File: src/inc/adc_seq_params.svh
// Timing, code and reset constants for the conversion sequencer.
// Assumes a single 100 MHz system clock.
`ifndef ADC_SEQ_PARAMS_SVH
`define ADC_SEQ_PARAMS_SVH

// ----------------------------------------
// Clock and base phase
// ----------------------------------------
`define ADC_CLK_NS 10
`define ADC_TCL_NS 20
`define ADC_TCL_CYC ((`ADC_TCL_NS + `ADC_CLK_NS - 1) / `ADC_CLK_NS)

// ----------------------------------------
// Conversion clock in base phases
// ----------------------------------------
`define ADC_CTC_00_TCL 7'h18
`define ADC_CTC_10_TCL 7'h60
`define ADC_CTC_11_TCL 7'h30

// ----------------------------------------
// Sequence lengths
// ----------------------------------------
`define ADC_CONV_TCC 12'h00e
`define ADC_XFER_TCL 12'h004
`define ADC_CALC_TCC_SHIFT 2

// ----------------------------------------
// Post-reset calibration
// ----------------------------------------
`define ADC_CAL_NS 1600000
`define ADC_CAL_CYC ((`ADC_CAL_NS + `ADC_CLK_NS - 1) / `ADC_CLK_NS)

`endif

File: src/inc/adc_seq_pkg.sv
// Types for the conversion sequencer.
// Assumes nothing of its surroundings.
package adc_seq_pkg;

    // ----------------------------------------
    // Sequencer states and modes
    // ----------------------------------------
    typedef enum logic [2:0] {
        ST_IDLE,
        ST_SAMPLE,
        ST_CONVERT,
        ST_XFER,
        ST_CALC,
        ST_HOLD
    } seq_state_t;

    typedef enum logic [1:0] {
        MODE_SINGLE = 2'h0,
        MODE_CONT = 2'h1,
        MODE_SCAN = 2'h2,
        MODE_SCAN_CONT = 2'h3
    } conv_mode_t;

endpackage : adc_seq_pkg

File: src/hdl/adc_sequencer_control.sv
// Sequencer for a 16-channel 10-bit converter core: modes, timing,
// calibration, overrun handling and channel injection.
// Assumes the core delivers its result on core_result_in from logic on
// ref_clk_in by the end of the convert phase.
//
// Contract
// - Pick one of 16 channels per conversion, produce 10-bit result.
// - Overrun signalling: pulse interrupt when a result lands over unread one.
// - Overrun protection: hold next conversion until previous result read.
// - Single mode: convert selected channel once, store, stop.
// - Continuous mode: keep converting same channel, update result each time.
// - Scan single: convert each selected channel once, store after each.
// - Scan continuous: cycle through selected channels repeatedly.
// - Wait-for-read in continuous mode: buffer new result, pause until read.
// - Continuous mode accepts one injected channel without mode change.
// - Injected result goes to injection result register only.
// - After injection the running continuous mode resumes untouched.
// - Conversion lasts 14 conversion clocks, 2 sample clocks, 4 phases.
// - Conversion clock 24 or 96 phases; sample clock 1, 2 or 4.
// - Conversion clock code 11 gives 48 phases; sample code 11 gives 8.
// - Run full calibration after every reset, at least 1.6 ms.
// - Busy flag set for whole post-reset calibration.
// - Conversions allowed during calibration, which lengthens by their time.
// - After each conversion run one four-conversion-clock calibration cycle.
// - Channel pins not converted stay readable as digital inputs.
`timescale 1ns/1ps
`include "adc_seq_params.svh"

module adc_sequencer_control
    import adc_seq_pkg::*;
#(
    parameter int CAL_CYC = `ADC_CAL_CYC
) (
    input wire logic ref_clk_in,
    input wire logic rst_in,
    input wire logic start_in,
    input wire logic stop_in,
    input wire logic [1:0] mode_in,
    input wire logic [3:0] channel_in,
    input wire logic wait_for_read_enable_in,
    input wire logic overrun_protect_in,
    input wire logic [1:0] conversion_clock_select_in,
    input wire logic [1:0] sample_clock_select_in,
    input wire logic inject_req_in,
    input wire logic [3:0] inject_channel_in,
    input wire logic result_read_in,
    input wire logic [9:0] core_result_in,
    input wire logic [15:0] analog_pins_in,
    output logic [3:0] core_channel_out,
    output logic core_sample_out,
    output logic core_convert_out,
    output logic core_calibrate_out,
    output logic [9:0] result_value_field_out,
    output logic [3:0] result_channel_out,
    output logic [9:0] injection_result_reg_out,
    output logic converter_busy_flag_out,
    output logic conversion_active_out,
    output logic overrun_irq_out,
    output logic complete_req_out,
    output logic inject_done_out,
    output logic [15:0] digital_pins_out
);

    // ----------------------------------------
    // Base phase divider
    // ----------------------------------------
    localparam int TCL_CYC = `ADC_TCL_CYC;
    localparam int CAL_W = $clog2(CAL_CYC + 1);
    logic [7:0] div_q;
    logic tcl_tick;
    logic seq_start;

    assign tcl_tick = (div_q == 8'(TCL_CYC - 1));

    // Restart on a new sample so it gets its full length
    always_ff @(posedge ref_clk_in) begin
        if (rst_in || tcl_tick || seq_start) begin
            div_q <= 8'h00;
        end else begin
            div_q <= div_q + 8'h01;
        end
    end

    // ----------------------------------------
    // Phase lengths in base phases
    // ----------------------------------------
    logic [11:0] tcc_len;
    logic [11:0] smp_len;
    logic [11:0] conv_len;
    logic [11:0] calc_len;

    always_comb begin
        unique case (conversion_clock_select_in)
            2'h2: tcc_len = 12'(`ADC_CTC_10_TCL);
            2'h3: tcc_len = 12'(`ADC_CTC_11_TCL);
            default: tcc_len = 12'(`ADC_CTC_00_TCL);
        endcase
    end

    // Two sample clocks, each 1, 2, 4 or 8 conversion clocks
    assign smp_len = tcc_len <<
        ({1'b0, sample_clock_select_in} + 3'h1);
    assign conv_len = 12'(`ADC_CONV_TCC * tcc_len);
    assign calc_len = tcc_len << `ADC_CALC_TCC_SHIFT;

    // ----------------------------------------
    // Sequencer state
    // ----------------------------------------
    seq_state_t state_q, state_d;
    logic [11:0] tmr_q, tmr_d;
    logic run_q;
    logic [3:0] scan_q;
    logic inj_pend_q;
    logic inj_act_q;
    logic unread_q;
    logic buf_full_q;
    logic [9:0] buf_q;
    logic [3:0] buf_ch_q;
    logic phase_end;
    logic is_cont;
    logic can_start;
    logic xfer_go;
    logic last_conv;

    assign phase_end = tcl_tick && (tmr_q == 12'h000);
    assign is_cont = (mode_in == MODE_CONT) || (mode_in == MODE_SCAN_CONT);
    assign can_start = run_q && !(overrun_protect_in && unread_q);
    assign seq_start = (state_q == ST_IDLE) && can_start;
    assign xfer_go = (state_q == ST_CONVERT) && phase_end;
    assign last_conv = (mode_in == MODE_SINGLE) ||
        ((mode_in == MODE_SCAN) && (scan_q == 4'h0));

    always_comb begin
        state_d = state_q;
        tmr_d = tmr_q;
        if (tcl_tick && (tmr_q != 12'h000)) begin
            tmr_d = tmr_q - 12'h001;
        end
        unique case (state_q)
            ST_IDLE: begin
                if (can_start) begin
                    state_d = ST_SAMPLE;
                    tmr_d = smp_len - 12'h001;
                end
            end
            ST_SAMPLE: begin
                if (phase_end) begin
                    state_d = ST_CONVERT;
                    tmr_d = conv_len - 12'h001;
                end
            end
            ST_CONVERT: begin
                if (phase_end) begin
                    state_d = ST_XFER;
                    tmr_d = `ADC_XFER_TCL - 12'h001;
                end
            end
            ST_XFER: begin
                if (phase_end) begin
                    state_d = ST_CALC;
                    tmr_d = calc_len - 12'h001;
                end
            end
            ST_CALC: begin
                if (phase_end) begin
                    state_d = buf_full_q ? ST_HOLD : ST_IDLE;
                end
            end
            ST_HOLD: begin
                if (result_read_in) begin
                    state_d = ST_IDLE;
                end
            end
        endcase
    end

    always_ff @(posedge ref_clk_in) begin
        if (rst_in) begin
            state_q <= ST_IDLE;
            tmr_q <= 12'h000;
        end else begin
            state_q <= state_d;
            tmr_q <= tmr_d;
        end
    end

    // ----------------------------------------
    // Run control and channel choice
    // ----------------------------------------
    always_ff @(posedge ref_clk_in) begin
        if (rst_in) begin
            run_q <= 1'b0;
            scan_q <= 4'h0;
        end else if (start_in && !run_q) begin
            run_q <= 1'b1;
            scan_q <= channel_in;
        end else if (stop_in) begin
            run_q <= 1'b0;
        end else if (state_q == ST_SAMPLE && state_d == ST_CONVERT &&
                !inj_act_q) begin
            if (last_conv) begin
                run_q <= 1'b0;
            end
            if (mode_in[1]) begin
                // Scan counts down, wrapping to the top channel
                scan_q <= (scan_q == 4'h0) ? channel_in
                    : scan_q - 4'h1;
            end
        end
    end

    // ----------------------------------------
    // Injection
    // ----------------------------------------
    always_ff @(posedge ref_clk_in) begin
        if (rst_in) begin
            inj_pend_q <= 1'b0;
            inj_act_q <= 1'b0;
        end else begin
            if (state_q == ST_IDLE && state_d == ST_SAMPLE) begin
                inj_act_q <= inj_pend_q;
            end else if (state_q == ST_CALC && phase_end) begin
                inj_act_q <= 1'b0;
            end
            if (inject_req_in && run_q && is_cont) begin
                inj_pend_q <= 1'b1;
            end else if (state_q == ST_IDLE && state_d == ST_SAMPLE) begin
                inj_pend_q <= 1'b0;
            end
        end
    end

    // ----------------------------------------
    // Core drive
    // ----------------------------------------
    always_ff @(posedge ref_clk_in) begin
        if (rst_in) begin
            core_channel_out <= 4'h0;
            core_sample_out <= 1'b0;
            core_convert_out <= 1'b0;
            core_calibrate_out <= 1'b0;
            conversion_active_out <= 1'b0;
        end else begin
            if (state_q == ST_IDLE && state_d == ST_SAMPLE) begin
                core_channel_out <= inj_pend_q ? inject_channel_in
                    : (mode_in[1] ? scan_q : channel_in);
            end
            core_sample_out <= (state_d == ST_SAMPLE);
            core_convert_out <= (state_d == ST_CONVERT);
            core_calibrate_out <= (state_d == ST_CALC);
            conversion_active_out <= (state_d != ST_IDLE);
        end
    end

    // ----------------------------------------
    // Results, buffer and overrun
    // ----------------------------------------
    always_ff @(posedge ref_clk_in) begin
        if (rst_in) begin
            result_value_field_out <= 10'h000;
            result_channel_out <= 4'h0;
            injection_result_reg_out <= 10'h000;
            unread_q <= 1'b0;
            buf_full_q <= 1'b0;
            buf_q <= 10'h000;
            buf_ch_q <= 4'h0;
            overrun_irq_out <= 1'b0;
            complete_req_out <= 1'b0;
            inject_done_out <= 1'b0;
        end else begin
            overrun_irq_out <= 1'b0;
            complete_req_out <= xfer_go;
            inject_done_out <= xfer_go && inj_act_q;
            if (xfer_go && inj_act_q) begin
                injection_result_reg_out <= core_result_in;
            end
            if (xfer_go && !inj_act_q && wait_for_read_enable_in &&
                    is_cont && unread_q && !result_read_in) begin
                buf_q <= core_result_in;
                buf_ch_q <= core_channel_out;
                buf_full_q <= 1'b1;
            end else if (xfer_go && !inj_act_q) begin
                result_value_field_out <= core_result_in;
                result_channel_out <= core_channel_out;
                unread_q <= 1'b1; // Set wins over a read in this cycle
                if (unread_q && !result_read_in && !overrun_protect_in) begin
                    overrun_irq_out <= 1'b1;
                end
            end else if (result_read_in && buf_full_q) begin
                result_value_field_out <= buf_q;
                result_channel_out <= buf_ch_q;
                buf_full_q <= 1'b0;
            end else if (result_read_in) begin
                unread_q <= 1'b0;
            end
        end
    end

    // ----------------------------------------
    // Post-reset calibration and busy flag
    // ----------------------------------------
    logic [CAL_W-1:0] cal_q;

    always_ff @(posedge ref_clk_in) begin
        if (rst_in) begin
            cal_q <= CAL_W'(CAL_CYC);
            converter_busy_flag_out <= 1'b1;
        end else begin
            // Time spent converting is not counted
            if (cal_q != '0 && state_q == ST_IDLE) begin
                cal_q <= cal_q - CAL_W'(1);
            end
            converter_busy_flag_out <= (cal_q > CAL_W'(1)) ||
                (cal_q == CAL_W'(1) && state_q != ST_IDLE);
        end
    end

    // ----------------------------------------
    // Digital read-back of channel pins
    // ----------------------------------------
    logic [15:0] pin_s1_q, pin_s2_q, pin_s3_q;

    always_ff @(posedge ref_clk_in) begin
        if (rst_in) begin
            pin_s1_q <= 16'h0000;
            pin_s2_q <= 16'h0000;
            pin_s3_q <= 16'h0000;
            digital_pins_out <= 16'h0000;
        end else begin
            pin_s1_q <= analog_pins_in;
            pin_s2_q <= pin_s1_q;
            pin_s3_q <= pin_s2_q;
            digital_pins_out <= (pin_s2_q & ~(pin_s2_q ^ pin_s3_q)) |
                (digital_pins_out & (pin_s2_q ^ pin_s3_q));
        end
    end

    // ----------------------------------------
    // Checks
    // ----------------------------------------
    xfer_len_a: assert property (
        @(posedge ref_clk_in) disable iff (rst_in)
        $rose(state_q == ST_XFER) |-> tmr_q == 12'h003)
        else $error("transfer phase not four base phases");

    sample_len_a: assert property (
        @(posedge ref_clk_in) disable iff (rst_in)
        $rose(state_q == ST_SAMPLE) |->
        tmr_q == smp_len - 12'h001 && div_q == 8'h00)
        else $error("sample phase not full length");

    calc_len_a: assert property (
        @(posedge ref_clk_in) disable iff (rst_in)
        $rose(state_q == ST_CALC) |-> tmr_q == calc_len - 12'h001)
        else $error("calibration cycle length wrong");

    overrun_irq_a: assert property (
        @(posedge ref_clk_in) disable iff (rst_in)
        (xfer_go && !inj_act_q && unread_q && !result_read_in &&
        !overrun_protect_in && !buf_full_q && !(wait_for_read_enable_in &&
        is_cont)) |=> overrun_irq_out)
        else $error("overrun not signalled");

    protect_hold_a: assert property (
        @(posedge ref_clk_in) disable iff (rst_in)
        (state_q == ST_IDLE && overrun_protect_in && unread_q)
        |=> state_q != ST_SAMPLE)
        else $error("conversion started over unread result");

    single_stop_a: assert property (
        @(posedge ref_clk_in) disable iff (rst_in)
        (state_q == ST_SAMPLE && state_d == ST_CONVERT && !inj_act_q &&
        mode_in == MODE_SINGLE && !start_in) |=> !run_q)
        else $error("single mode did not stop");

    inject_keep_a: assert property (
        @(posedge ref_clk_in) disable iff (rst_in)
        (xfer_go && inj_act_q && !result_read_in) |=>
        $stable(result_value_field_out) && inject_done_out)
        else $error("injection touched normal result");

    hold_read_a: assert property (
        @(posedge ref_clk_in) disable iff (rst_in)
        (state_q == ST_HOLD && result_read_in && !xfer_go) |=>
        result_value_field_out == $past(buf_q) && state_q == ST_IDLE)
        else $error("buffered result not released on read");

    complete_req_a: assert property (
        @(posedge ref_clk_in) disable iff (rst_in)
        $rose(state_q == ST_XFER) |-> complete_req_out ##1 !complete_req_out)
        else $error("completion request not a single pulse");

    busy_cal_a: assert property (
        @(posedge ref_clk_in) disable iff (rst_in)
        (cal_q > CAL_W'(2)) |=> converter_busy_flag_out)
        else $error("busy dropped during calibration");

endmodule : adc_sequencer_control

File: config.mk
export PLATFORM = sky130hd
export DESIGN_NAME = adc_sequencer_control
export DESIGN_NICKNAME = d
export VERILOG_FILES = /design/src/inc/adc_seq_pkg.sv /design/src/hdl/adc_sequencer_control.sv
export VERILOG_INCLUDE_DIRS = /design/src /design/src/inc
export SDC_FILE = /design/constraint.sdc
export NUM_CORES = 1
export LEC_CHECK = 0
export BUFFER_PORTS_ARGS = -buffer_cell sky130_fd_sc_hd__buf_2
export CAP_MARGIN = 20
export CORE_ASPECT_RATIO = 1.75
export CORE_MARGIN = 10
export CORE_UTILIZATION = 55
export CTS_CLUSTER_DIAMETER = 200
export CTS_CLUSTER_SIZE = 40
export DETAILED_ROUTE_END_ITERATION = 16
export PLACE_DENSITY_LB_ADDON = 0.05
export SYNTH_ARGS = -nofsm -noshare
export SYNTH_HDL_FRONTEND = slang
export SYNTH_SLANG_ARGS = --single-unit
File: constraint.sdc
create_clock -name ref_clk_in -period 2.8 [get_ports ref_clk_in]
set_clock_uncertainty 0.15 [all_clocks]
set_input_delay 0.28 -clock ref_clk_in [delete_from_list [all_inputs] [get_ports ref_clk_in]]
set_output_delay 0.28 -clock ref_clk_in [all_outputs]
set_load 0.02 [all_outputs]
* Yosys cells after proc, flatten, opt, wreduce, memory -nomap -nowiden
Cells that the tools add are included.
** Word-level totals
- Register bits after elaboration :: 164
** Operators by class
- Add/subtract/negate cells :: 8
- $mul :: 1
- $lt $le $gt $ge :: 1
- Equality and inequality tests :: 18
- Shift-type cells :: 1
- Multiplexer cells :: 41
- Bitwise gates (word level) :: 7
- Reductions and logical operators :: 58
** Operators by type and width (count)
- 12-bit two-way mux :: 5
- 12-bit one-hot mux with 4 select lines :: 1
- 12-bit by 1-bit subtractor with 12-bit output (second input constant) :: 4
- 4-bit two-way mux :: 9
- 16-bit AND :: 2
- 1-bit logical AND :: 25
- 3-bit two-way mux :: 7
- 10-bit two-way mux :: 2
- 18-bit by 1-bit equality test with 1-bit output (second input constant) :: 1
- 18-bit by 1-bit > comparator with 1-bit output (second input constant) :: 1
- 3-bit one-hot mux with 6 select lines :: 1
- 18-bit nonzero test :: 1
- 18-bit by 1-bit subtractor with 18-bit output (second input constant) :: 1
- 16-bit NOT :: 1
- 16-bit bitwise OR :: 1
- 16-bit bitwise XOR :: 1
- 1-bit two-way mux :: 15
- 7-bit one-hot mux with 2 select lines :: 1
- 2-bit nonzero test :: 7
- 12-bit logical NOT :: 1
- 3-bit by 12-bit multiplier with 11-bit output (first input constant) :: 1
- 12-bit nonzero test :: 1
- 3-bit nonzero test :: 4
- 12-bit by 3-bit << shifter with 12-bit output :: 1
- 20 further kinds :: 41

* Depth between registers and ports, before layout
Gate-level depths: netlist (run 1).
- Word-level depth :: 11
- Gate-level depth with buffers :: 12
- Depth with buffers taken out :: 10

* Worst setup path after synthesis (run 1)
Ideal clock, no wire load.
- Path type :: input to register
- Start point :: input sample_clock_select_in[0]
- End point :: register tmr_q[7]
- Setup time :: 0.122 ns
- Arrival :: 2.343 ns
- Data required time :: 2.528 ns
- Path slack :: 0.185 ns
- Cell stages on the path :: 12
- Path buffers :: 2
- Path through :: ha_1 > clkbuf_1 > clkbuf_1 > nor3_1 > inv_1 > ha_1 > inv_1 > maj3_1 > a21oi_1 > o31ai_1 > a21oi_1 > o22ai_1
** On the way
- Cells in the longest elaborated chain, start to end :: 5
** Ends and longest elaborated chain
- from (decl) :: line adc_sequencer_control.sv:43 : input wire logic [1:0] sample_clock_select_in,
- 2-bit by 1-bit adder with 3-bit output :: line adc_sequencer_control.sv:102 : ({1'b0, sample_clock_select_in} + 3'h1);
- 12-bit by 3-bit << shifter with 12-bit output :: line adc_sequencer_control.sv:101 : assign smp_len = tcc_len <<
- 12-bit by 1-bit subtractor with 12-bit output :: line adc_sequencer_control.sv:143 : tmr_d = smp_len - 12'h001;
- 12-bit two-way mux :: line adc_sequencer_control.sv:141 : if (can_start) begin
- 12-bit one-hot mux with 4 select lines :: line adc_sequencer_control.sv:139 : unique case (state_q)
- to (signal assigned) :: line adc_sequencer_control.sv:183 : tmr_q <= tmr_d;
- to (decl) :: line adc_sequencer_control.sv:110 : logic [11:0] tmr_q, tmr_d;
Every way passes these cells.
A chain may end at the register's enable or synchronous reset.

* Worst setup path in the final report (run 1)
- Start point :: register div_q[1]
- End point :: register tmr_q[5]
** On the way
- Cells in the longest elaborated chain, start to end :: 5
- Elaborated cells between the ends (all ways) :: 9
** Ends and longest elaborated chain
- from (decl) :: line adc_sequencer_control.sv:69 : logic [7:0] div_q;
- from (signal assigned) :: line adc_sequencer_control.sv:80 : div_q <= div_q + 8'h01;
- 8-bit by 1-bit equality test with 1-bit output (*) :: line adc_sequencer_control.sv:73 : assign tcl_tick = (div_q == 8'(TCL_CYC - 1));
- 1-bit logical AND :: line adc_sequencer_control.sv:136 : if (tcl_tick && (tmr_q != 12'h000)) begin
- 12-bit two-way mux :: line adc_sequencer_control.sv:136
- 12-bit two-way mux (on tied branches)
- 12-bit one-hot mux with 4 select lines (*) :: line adc_sequencer_control.sv:139
Mark *: on every way between the ends. The rest lies on a longest branch, timed or not.

==> impl_metrics.csv, run 1 <==
group,metric,value,unit
timing,timing_hold_violations_final,0,
clock_network,clock_pin_slew_on_the_worst_setup_and_hold_paths,0.07,ns
job,cap_violations,0,
critical_path,rr_startpoint,"div_q[1]$_SDFF_PP0_",
detailed_routing,drcViolationCount,0,
timing,fmax,0.3773,GHz
floorplan,core-area,0.01236,sq mm
logic_synthesis,synth.yosys.seq_area_share,0.4754,
final_layout,final_layout_size_suffix_gt1_frac,0.1915,
final_layout,num-nets-final,990,
critical_path,worst-endpoint-arrival,2.79,ns
power_and_ir_drop,totalPowerFinal,5.972,mW
timing,final_worst_path_setup_slack,0.1495,ns
final_layout,area_delta_synth_final,24.64,%
placed_design,dp_worst_setup_slack,0.1360,ns
logic_synthesis,yosysWarningCount,0,
clock_network,clock_tree.htree_level_count,4,
global_route,grt_pass1_wl,28.40,mm
clock_network,clkLatencyLatePin,0.42,ns
logic_synthesis,post_synth_inst_count,798,
logic_synthesis,ys_dominant_reg_cell,"dfxtp_1",
floorplan,chipHeight,168.2,um
clock_network,root_buffer,"clkbuf_16",
timing,totalNegativeSetupSlack,0,ns
clock_network,post_cts_resize_count,0,
detailed_routing,vias_per_cell,5.550,
critical_path,slowest_stage,"or4b_4",
final_layout,multi_input_area,0.003382,sq mm
hold_path,worstHoldStart,"rst_in",
detailed_routing,route.vias.total,6177,
logic_synthesis,synth.lib_cells_used.distinct,71,
placed_design,place.port_buffers,99,
placed_design,gpl.final_weighted_congestion,0.9033,
critical_path,crit_type,"flip-flop to flip-flop",
critical_path,critPathRequiredTime,2.94,ns
final_layout,seqCellArea,0.003283,sq mm
critical_path,path_cells,"inv_1, ha_1, or4b_4, or2_1, nor3_4, a21oi_1, o31ai_1, o22ai_1",
critical_path,ff2ff_setup_slack,0.15,ns
global_route,grt_start_max_net_pins,67,
final_layout,layout.cells.most_common,"dfxtp_1",
timing,maxSlewViolCount,0,
timing,fin_crit_sh,0.9466,
detailed_routing,routedWlPerCell,15.58,um
placed_design,hpwl,12.58,mm
logic_synthesis,syn_nets,856,
detailed_routing,drtIter0Drc,338,
timing,slew-limit-headroom,0.5809,
final_layout,mostFrequentLayoutCells,"dfxtp_1, nand2_1, buf_2, nor2_1, a21oi_1",
critical_path,cp-startpoint,"div_q[1]$_SDFF_PP0_",
global_route,grt.overflow.total,0,
floorplan,ports,100,
critical_path,r2r_cells,8,
logic_synthesis,post_synth_instance_area,0.006907,sq mm
logic_synthesis,synth_async_sr_flop_share,0,
critical_path,worst_setup_path_end_kind,"flip-flop",
final_layout,filler_cell_count,977,
status,run_status,"completed",
timing,final.hold.worst_slack,0.01583,ns
timing,worst_slew_pin_slew,0.6286,ns
power_and_ir_drop,peakVddDrop,0.4278,mV
final_layout,final_cell_count_no_fill,1113,
detailed_routing,postRouteAntennaNets,0,
floorplan,die_w,104.7,um
clock_network,clk_path_buf_depth,2,
power_and_ir_drop,power_density,693.8,mW/mm^2
logic_synthesis,synth_seq_cells,164,
logic_synthesis,syn-mean-instance-area,8.655,sq um
clock_network,cts_setup_buffers,0,
timing,final.min_clock_period,2.651,ns
power_and_ir_drop,power_leakage,3.375,nW
floorplan,die_area,0.01762,sq mm
floorplan,rows,54,
timing,unrepaired_setup_endpoints_after_global_routing,"false",
clock_network,cts_inserted_buffers,17,
global_route,global_route.usage.total,0.1927,
global_route,antenna_found_initial,0,
clock_network,number_of_sinks_handled_by_clock_tree_synthesis,164,
clock_network,cts_tree,"yes",
critical_path,critical_path.max_stage_delay,0.49,ns
global_route,first_global_vias,6050,
detailed_routing,drtPass1Iterations,5,
final_layout,ant_diodes,0,
critical_path,start_kind,"flip-flop",
hold_path,whs_path_depth,2,
timing,setup_viol_count_final,0,
detailed_routing,routed_wirelength,17.34,mm
logic_synthesis,synth-edff-count,0,
critical_path,critPathMaxFanout,6,
placed_design,placed_cells,1051,
floorplan,initial_util,0.5586,
hold_path,holdCritPathClass,"input port to flip-flop",
cell usage after synthesis (2+ instances only):
master | instances | area (sq um)
a211o_1 | 3 | 26.28
a211oi_1 | 7 | 52.55
a21oi_1 | 65 | 325.3
a22oi_1 | 2 | 15.01
a311oi_1 | 14 | 122.6
a31oi_1 | 3 | 18.77
and2_1 | 2 | 12.51
and3_1 | 3 | 18.77
buf_2 | 8 | 40.04
clkbuf_1 | 33 | 123.9
dfxtp_1 | 164 | 3283
ha_1 | 10 | 125.1
inv_1 | 15 | 56.30
mux2i_1 | 16 | 160.2
nand2_1 | 108 | 405.4
nand2b_1 | 4 | 25.02
nand3_1 | 24 | 120.1
nand3_2 | 2 | 20.02
nand3b_1 | 2 | 15.01
nand4_1 | 8 | 50.05
nor2_1 | 73 | 274.0
nor2b_1 | 56 | 350.3
nor3_1 | 20 | 100.1
nor3b_1 | 5 | 37.54
nor4_1 | 9 | 56.30
nor4b_1 | 2 | 17.52
o211ai_1 | 2 | 15.01
o21ai_0 | 41 | 205.2
o221ai_1 | 4 | 35.03
o22a_1 | 2 | 17.52
o22ai_1 | 4 | 25.02
o2bb2ai_1 | 2 | 17.52
o31ai_1 | 5 | 37.54
or2_2 | 3 | 18.77
or3_1 | 7 | 43.79
or4_1 | 4 | 30.03
or4_4 | 3 | 33.78
xnor2_1 | 22 | 192.7
xor2_1 | 9 | 78.83
worst max-delay path, delay by kind of cell (launching register included):
| family | cells | cell delay [ns] |
|---|---|---|
| DFF | 1 | 0.35 |
| and+or+nand+nor | 3 | 1.10 |
| buffers and inverters | 1 | 0.07 |
| AOI/OAI and AO/OA | 3 | 0.72 |
| adders and majority gates | 1 | 0.13 |
sequential cells by signal, summed over array words and instances (netlist names), 3 cells and up, named ones only:
signal	count
result_channel_out	4
injection_result_reg_out	10
scan_q	4
cal_q	18
div_q	8
result_value_field_out	10
buf_q	10
state_q	3
core_channel_out	4
tmr_q	12
pin_s3_q	16
pin_s2_q	16
buf_ch_q	4
pin_s1_q	16
worst paths after layout:
check	endpoint
worst min-delay path	flip-flop
worst max register to register	tmr_q[5]$_SDFF_PP0_
worst min register to register	pin_s2_q[13]$_SDFF_PP0_
worst max-delay path	tmr_q[5]$_SDFF_PP0_
report_power, final:
group | leakage, nW | internal (mW) | switching, mW
clock network | 0.300 | 1.22 | 1.12
registers | 1.34 | 2.48 | 0.126
logic | 1.74 | 0.455 | 0.570
cell families after synthesis:
kind of cell	share of synthesized area
and+or+nand+nor	0.2574
AOI/OAI and AO/OA	0.1495
DFF	0.4754
buffers and inverters	0.03569
xor gates and xnor gates	0.03931
muxes	0.02319
adders and majority gates	0.01957
metal layers:
metal | wire [um] | share of wire | GRT usage | vias up
met2 | 9081 | 0.52 | 0.3524 | 202
met3 | 830 | 0.048 | 0.05122 | 44
met1 | 6957 | 0.40 | 0.1986 | 2887
met5 | 0 | 0 | 0 | -
met4 | 471 | 0.027 | 0.09053 | 0
li1 | - | - | - | 3044
final cells by class:
type                       instances  share of cell area
inverter                          16            0.006977
clock inverter                    15             0.02311
sequential                       164              0.3814
multi-input combinational        574              0.3929
clock buffer                      17             0.04942
timing repair buffer             159              0.1218
tap                              168             0.02442
per-stage QoR:
| step | util | area (sq um) |
|---|---|---|
| global placement | 0.6214 | 7684 |
| detailed placement | 0.6214 | 7684 |
| CTS | 0.6962 | 8608 |
| finish | 0.6962 | 8608 |
| floorplan | - | 6907 |
| global route | 0.6962 | 8608 |
repair_timing:
action                                 in CTS  in global routing
hold buffers                               30                  0
setup endpoints to repair                   0                  4
endpoints found under the hold margin      44                  0
(Power assumes the default switching activity.)
==> run 2, diff against run 1 <==
--- a/config.mk
+++ b/config.mk
@@ -15,6 +15,7 @@
 export CTS_CLUSTER_SIZE = 40
 export DETAILED_ROUTE_END_ITERATION = 16
 export PLACE_DENSITY_LB_ADDON = 0.05
+export SETUP_SLACK_MARGIN = 0.5
 export SYNTH_ARGS = -nofsm -noshare
 export SYNTH_HDL_FRONTEND = slang
 export SYNTH_SLANG_ARGS = --single-unit
==> impl_metrics.csv, run 2 (synthesis gave the netlist of run 1 again) <==
group,metric,value,unit
clock_network,clock_pin_slew_on_the_worst_setup_and_hold_paths,0.07,ns
detailed_routing,postRouteAntennaNets,0,
power_and_ir_drop,p_switching,1.987,mW
final_layout,largest_register_ffs,18,
final_layout,final_cell_count_no_fill,1138,
hold_path,whs_path_depth,3,
placed_design,placed_cells,1043,
global_route,global_route.usage.total,0.2169,
detailed_routing,routed_wirelength,19.71,mm
hold_path,worstHoldStart,"channel_in[0]",
power_and_ir_drop,power_leakage,3.613,nW
placed_design,gpl.final_weighted_congestion,0.9816,
critical_path,crit_type,"flip-flop to flip-flop",
power_and_ir_drop,power_density,686.6,mW/mm^2
final_layout,post-route-cell-area,0.009206,sq mm
timing,fin_crit_sh,0.8935,
clock_network,cts_inserted_buffers,17,
global_route,grt.overflow.total,0,
clock_network,cts_tree,"yes",
power_and_ir_drop,peakVddDrop,0.4577,mV
floorplan,initial_util,0.5586,
timing,final.min_clock_period,2.502,ns
floorplan,die_area,0.01762,sq mm
final_layout,mostFrequentLayoutCells,"dfxtp_1, nand2_1, buf_2, nor2_1, a21oi_1",
clock_network,number_of_sinks_handled_by_clock_tree_synthesis,164,
clock_network,clock_tree.htree_level_count,4,
final_layout,layout.cells.most_common,"dfxtp_1",
clock_network,root_buffer,"clkbuf_16",
global_route,grt_start_max_net_pins,60,
global_route,antenna_found_initial,0,
detailed_routing,met1Wirelength,7.506,mm
critical_path,critPathRequiredTime,2.94,ns
detailed_routing,drcViolationCount,0,
timing,timing_hold_violations_final,0,
timing,maxSlewViolCount,0,
critical_path,r2r_cells,7,
critical_path,critPathMaxFanout,8,
clock_network,clkLatencyLatePin,0.43,ns
timing,final.hold.worst_slack,0.01773,ns
detailed_routing,met3_wirelength,906,um
final_layout,top_register,"cal_q",
timing,fmax,0.3997,GHz
final_layout,ant_diodes,0,
final_layout,filler_cell_count,902,
detailed_routing,routedWlPerCell,17.32,um
detailed_routing,vias_per_cell,5.613,
timing,setup_viol_count_final,0,
floorplan,chipHeight,168.2,um
detailed_routing,met2_length,10.52,mm
power_and_ir_drop,internal_power,4.334,mW
critical_path,worst-endpoint-arrival,2.65,ns
floorplan,ports,100,
power_and_ir_drop,clock_power_share,0.373,
detailed_routing,drtPass1Iterations,5,
status,run_status,"completed",
placed_design,place.port_buffers,99,
critical_path,start_kind,"flip-flop",
timing,worst_slew_pin_slew,0.6446,ns
critical_path,worst_setup_path_end_kind,"flip-flop",
detailed_routing,dr.max_layer_used,"met4",
power_and_ir_drop,share_of_total_power_in_combinational_logic,0.210,
floorplan,core-area,0.01236,sq mm
global_route,grt_pass1_wl,31.54,mm
final_layout,area_delta_synth_final,33.30,%
hold_path,holdCritPathClass,"input port to flip-flop",
power_and_ir_drop,power_frac_seq,0.417,
placed_design,hpwl,13.13,mm
final_layout,num-nets-final,1015,
timing,unrepaired_setup_endpoints_after_global_routing,"true",
timing,totalNegativeSetupSlack,0,ns
floorplan,rows,54,
floorplan,die_w,104.7,um
timing,slew-limit-headroom,0.5703,
power_and_ir_drop,switching_share,0.3143,
placed_design,post_dp_cell_area,0.007619,sq mm
job,cap_violations,0,
critical_path,cp-startpoint,"tmr_q[4]$_SDFF_PP0_",
global_route,first_global_vias,6519,
final_layout,final_layout_size_suffix_gt1_frac,0.2784,
critical_path,rr_startpoint,"tmr_q[4]$_SDFF_PP0_",
clock_network,clk_path_buf_depth,2,
detailed_routing,route.vias.total,6388,
detailed_routing,drtIter0Drc,295,
run 2: cell count changes in the layout (fill, tap and decap cells not counted), sizes merged:
| cell | change |
|---|---|
| buf | +23 |
| clkinv | -3 |
| clkinvlp | +1 |
| inv | +2 |
| nand3 | +2 |
run 2: power groups by stage:
stage / logic (mW) / registers [mW] / clock network (mW)
2_1_floorplan: 0.743 / 2.64 / 0
3_3_place_gp: 0.943 / 2.65 / 0
3_5_place_dp: 0.970 / 2.66 / 0
4_1_cts: 1.10 / 2.61 / 2.38
5_1_grt: 1.44 / 2.65 / 2.48
6_report: 1.33 / 2.63 / 2.36
run 2: final timing paths:
check / to / slack (ns)
setup / recovery: core_calibrate_out$_SDFF_PP0_ / 0.30
hold / removal: scan_q[0]$_SDFFE_PP0P_ / 0.02
setup reg to reg: core_calibrate_out$_SDFF_PP0_ / 0.30
hold reg to reg: pin_s2_q[8]$_SDFF_PP0_ / 0.29
run 2: critical path: stages, from the launching register on:
cell	delay (ns)
dfxtp_2	0.33
or4_4	0.58
buf_4	0.16
nor3_2	0.18
buf_6	0.18
nor4_1	0.07
or4_4	0.54
nor3b_2	0.17
run 2: cell type report:
type	instances	area, sq um	area share
tap	168	210.2	0.02283
clock buffer	17	425.4	0.04621
sequential	164	3296	0.3580
timing repair buffer	182	1245	0.1352
clock inverter	15	182.7	0.01984
inverter	16	60.06	0.006524
multi-input combinational	576	3787	0.4114
run 2: what timing repair did:
action | 4_1_cts | 5_1_grt
pin swaps | 22 | 46
hold buffers | 30 | 0
endpoints found under the hold margin | 46 | 0
gates resized for setup | 35 | 62
buffers inserted | 14 | 15
endpoints found under the setup margin | 62 | 76
gates cloned | 4 | 0
run 2: stage by stage:
| step | total power, mW | util | setup WS, ns |
|---|---|---|---|
| detailed placement | 3.629 | 0.6162 | 0.1722 |
| floorplan | 3.378 | - | 0.3767 |
| finish | 6.321 | 0.7446 | 0.2981 |
| global route | 6.570 | 0.7446 | 0.2346 |
| global placement | 3.590 | 0.6162 | 0.1878 |
| CTS | 6.089 | 0.7131 | 0.3079 |
run 2: layer usage:
layer / vias to the layer above / global-route usage
met1: 3018 / 0.2152
li1: 3103 / -
met3: 59 / 0.04702
met4: 0 / 0.1223
met2: 208 / 0.4047
met5: - / 0
==> run 3, diff against run 2 <==
--- a/config.mk
+++ b/config.mk
@@ -6,6 +6,7 @@
 export SDC_FILE = /design/constraint.sdc
 export NUM_CORES = 1
 export LEC_CHECK = 0
+export ABC_AREA = 1
 export BUFFER_PORTS_ARGS = -buffer_cell sky130_fd_sc_hd__buf_2
 export CAP_MARGIN = 20
 export CORE_ASPECT_RATIO = 1.75
==> impl_metrics.csv, run 3 <==
group,metric,value,unit
status,run_status,"completed",
global_route,global_route.usage.total,0.2010,
final_layout,layout.cells.most_common,"nor2_1",
critical_path,path_cells,"inv_1, ha_1, inv_1, nor2_1, nand2_1, nor2_4, nand4_4, o21ai_0, nand3b_1, nand2_1, nand2_1, o21ai_0, inv_1",
floorplan,ports,100,
floorplan,die_area,0.01863,sq mm
final_layout,area_delta_synth_final,22.99,%
timing,slew-limit-headroom,0.6682,
power_and_ir_drop,internal_power,4.323,mW
logic_synthesis,synth_area_leader_cell,"dfxtp_1",
logic_synthesis,syn_nets,1086,
power_and_ir_drop,switching_share,0.3459,
logic_synthesis,dominant_cell_by_count_in_the_synthesized_netlist,"nor2_1",
power_and_ir_drop,power_frac_seq,0.404,
detailed_routing,drtIter0Drc,300,
floorplan,chipHeight,173.2,um
global_route,grt_pass1_wl,30.54,mm
power_and_ir_drop,clock_power_share,0.349,
critical_path,cp_num_buf_inv,3,
logic_synthesis,syn-mean-instance-area,7.175,sq um
floorplan,rows,55,
critical_path,critical_path.max_stage_delay,0.32,ns
logic_synthesis,synth_async_sr_flop_share,0,
logic_synthesis,synth_largest_type_area_fraction,0.4451,
logic_synthesis,ys_dominant_reg_cell,"dfxtp_1",
final_layout,mostFrequentLayoutCells,"nor2_1, dfxtp_1, nand2_1, inv_1, buf_2",
clock_network,root_buffer,"clkbuf_16",
final_layout,final_layout_size_suffix_gt1_frac,0.1746,
detailed_routing,routed_wirelength,19.01,mm
power_and_ir_drop,share_of_total_power_in_combinational_logic,0.247,
floorplan,core-area,0.01308,sq mm
global_route,met2_layer_usage_reported_by_global_route,0.3741,
global_route,grt_util_met1,0.1983,
global_route,globalRoute.busiestLayer,"met2",
timing,unrepaired_setup_endpoints_after_global_routing,"true",
logic_synthesis,yosysWarningCount,0,
final_layout,largest_register_ffs,18,
logic_synthesis,post_synth_instance_area,0.007376,sq mm
detailed_routing,postRouteAntennaNets,0,
power_and_ir_drop,power_leakage,4.326,nW
logic_synthesis,synth_seq_cells,164,
critical_path,critPathMaxFanout,5,
power_and_ir_drop,power_density,728.6,mW/mm^2
detailed_routing,route.vias.total,6827,
critical_path,crit_type,"flip-flop to flip-flop",
final_layout,final_cell_count_no_fill,1351,
clock_network,number_of_sinks_handled_by_clock_tree_synthesis,164,
placed_design,hpwl,13.73,mm
logic_synthesis,synth.lib_cells_used.distinct,43,
critical_path,start_kind,"flip-flop",
clock_network,cts_inserted_buffers,17,
clock_network,clkLatencyLatePin,0.42,ns
timing,timing_hold_violations_final,0,
critical_path,worst-endpoint-arrival,2.35,ns
logic_synthesis,synth_common_cells,"nor2_1, dfxtp_1, nand2_1",
timing,final.min_clock_period,2.184,ns
timing,maxSlewViolCount,0,
critical_path,cpLargestDelayFamily,"simple AND/OR/NAND/NOR gates",
detailed_routing,vias_per_cell,5.053,
timing,worst_slew_pin_slew,0.4977,ns
logic_synthesis,synth.yosys.seq_area_share,0.4451,
critical_path,critPathRequiredTime,2.97,ns
job,cap_violations,0,
clock_network,clk_path_buf_depth,2,
critical_path,worst_setup_path_end_kind,"flip-flop",
placed_design,place.port_buffers,99,
power_and_ir_drop,peakVddDrop,0.4194,mV
global_route,antenna_found_initial,0,
logic_synthesis,synth-edff-count,0,
hold_path,holdCritPathClass,"input port to flip-flop",
detailed_routing,drtPass1Iterations,5,
logic_synthesis,synth_top_cells_by_area,"dfxtp_1, nor2_1, nand2_1, inv_1, o21ai_0",
clock_network,clock_tree.htree_level_count,4,
timing,setup_viol_count_final,0,
power_and_ir_drop,p_switching,2.286,mW
final_layout,post-route-cell-area,0.009071,sq mm
placed_design,placed_cells,1282,
final_layout,num-nets-final,1225,
floorplan,die_w,107.5,um
floorplan,initial_util,0.5641,
timing,fin_crit_sh,0.7800,
timing,totalNegativeSetupSlack,0,ns
detailed_routing,drcViolationCount,0,
placed_design,post_dp_cell_area,0.008043,sq mm
clock_network,cts_tree,"yes",
final_layout,ant_diodes,0,
global_route,first_global_vias,6600,
global_route,grt_start_max_net_pins,46,
logic_synthesis,post_synth_inst_count,1028,
clock_network,clock_pin_slew_on_the_worst_setup_and_hold_paths,0.07,ns
final_layout,filler_cell_count,1149,
final_layout,top_register,"cal_q",
detailed_routing,routedWlPerCell,14.07,um
placed_design,gpl.final_weighted_congestion,0.9354,
critical_path,slowest_stage,"dfxtp_1",
global_route,grt.met3_usage,0.04505,
timing,fmax,0.4579,GHz
global_route,grt.overflow.total,0,
==> run 3: power groups by stage <==
stage          Combinational [mW]  Sequential, mW  Clock, mW
2_1_floorplan                1.09            2.69          0
3_3_place_gp                 1.45            2.71          0
3_5_place_dp                 1.47            2.72          0
4_1_cts                      1.52            2.66       2.35
5_1_grt                      1.85            2.69       2.46
6_report                     1.63            2.67       2.31
==> run 3: area by class of cell <==
type / instances / area [sq um] / area share
timing repair buffer: 150 / 955.9 / 0.1054
multi-input combinational: 672 / 3412 / 0.3761
clock inverter: 14 / 155.1 / 0.01710
clock buffer: 18 / 439.2 / 0.04841
tap: 171 / 214.0 / 0.02359
sequential: 164 / 3284 / 0.3621
inverter: 162 / 610.6 / 0.06731
==> run 3: per-stage QoR <==
stage | worst slack, ns | power (mW) | hold slack [ns] | utilization
global route | 0.4765 | 7.000 | 0.03113 | 0.6938
detailed placement | 0.2930 | 4.182 | 0.2424 | 0.6151
CTS | 0.5023 | 6.532 | 0.005483 | 0.6845
floorplan | 0.7163 | 3.784 | 0.2010 | -
finish | 0.6159 | 6.609 | 0.01755 | 0.6938
global placement | 0.3434 | 4.167 | 0.2403 | 0.6151
==> run 3: logic make-up (layout without fill, tap and decap cells) <==
kind of cell / count (synthesis) / in the layout / share of synthesized area
AO/OA/AOI/OAI: 191 / 191 / 0.1406
AND/OR/NAND/NOR: 453 / 454 / 0.2733
XOR/XNOR: 15 / 15 / 0.01781
buffers and inverters: 193 / 344 / 0.1035
adder cells (fa/ha/maj): 10 / 10 / 0.01696
multiplexers: 2 / 2 / 0.002714
flip-flops: 164 / 164 / 0.4451
==> run 3: metal layers <==
metal	vias up	part of all wire	wire [um]
li1	3541	-	-
met1	3083	0.37	7117
met2	155	0.54	10360
met3	48	0.047	889
met4	0	0.034	652
met5	-	0	0
==> run 3: timing repair <==
action,4_1_cts,5_1_grt
endpoints found under the hold margin,34,0
buffers inserted,1,7
setup endpoints to repair,33,68
gates resized for setup,4,21
hold buffers,28,0
pin swaps,1,6
gates cloned,0,1
==> run 3: worst paths after layout <==
kind	start	end	slack [ns]	depth (start not counted)
setup / recovery	tmr_q[0]$_SDFF_PP0_	tmr_q[4]$_SDFF_PP0_	0.62	13
hold / removal	core_result_in[9]	buf_q[9]$_SDFFE_PP0P_	0.02	3
setup reg to reg	tmr_q[0]$_SDFF_PP0_	tmr_q[4]$_SDFF_PP0_	0.62	13
hold reg to reg	pin_s1_q[4]$_SDFF_PP0_	pin_s2_q[4]$_SDFF_PP0_	0.25	2
==> run 3: worst min-delay path: stages <==
cell and delay (ns):
buf_2 0.10, o21ai_1 0.08, a21oi_2 0.09
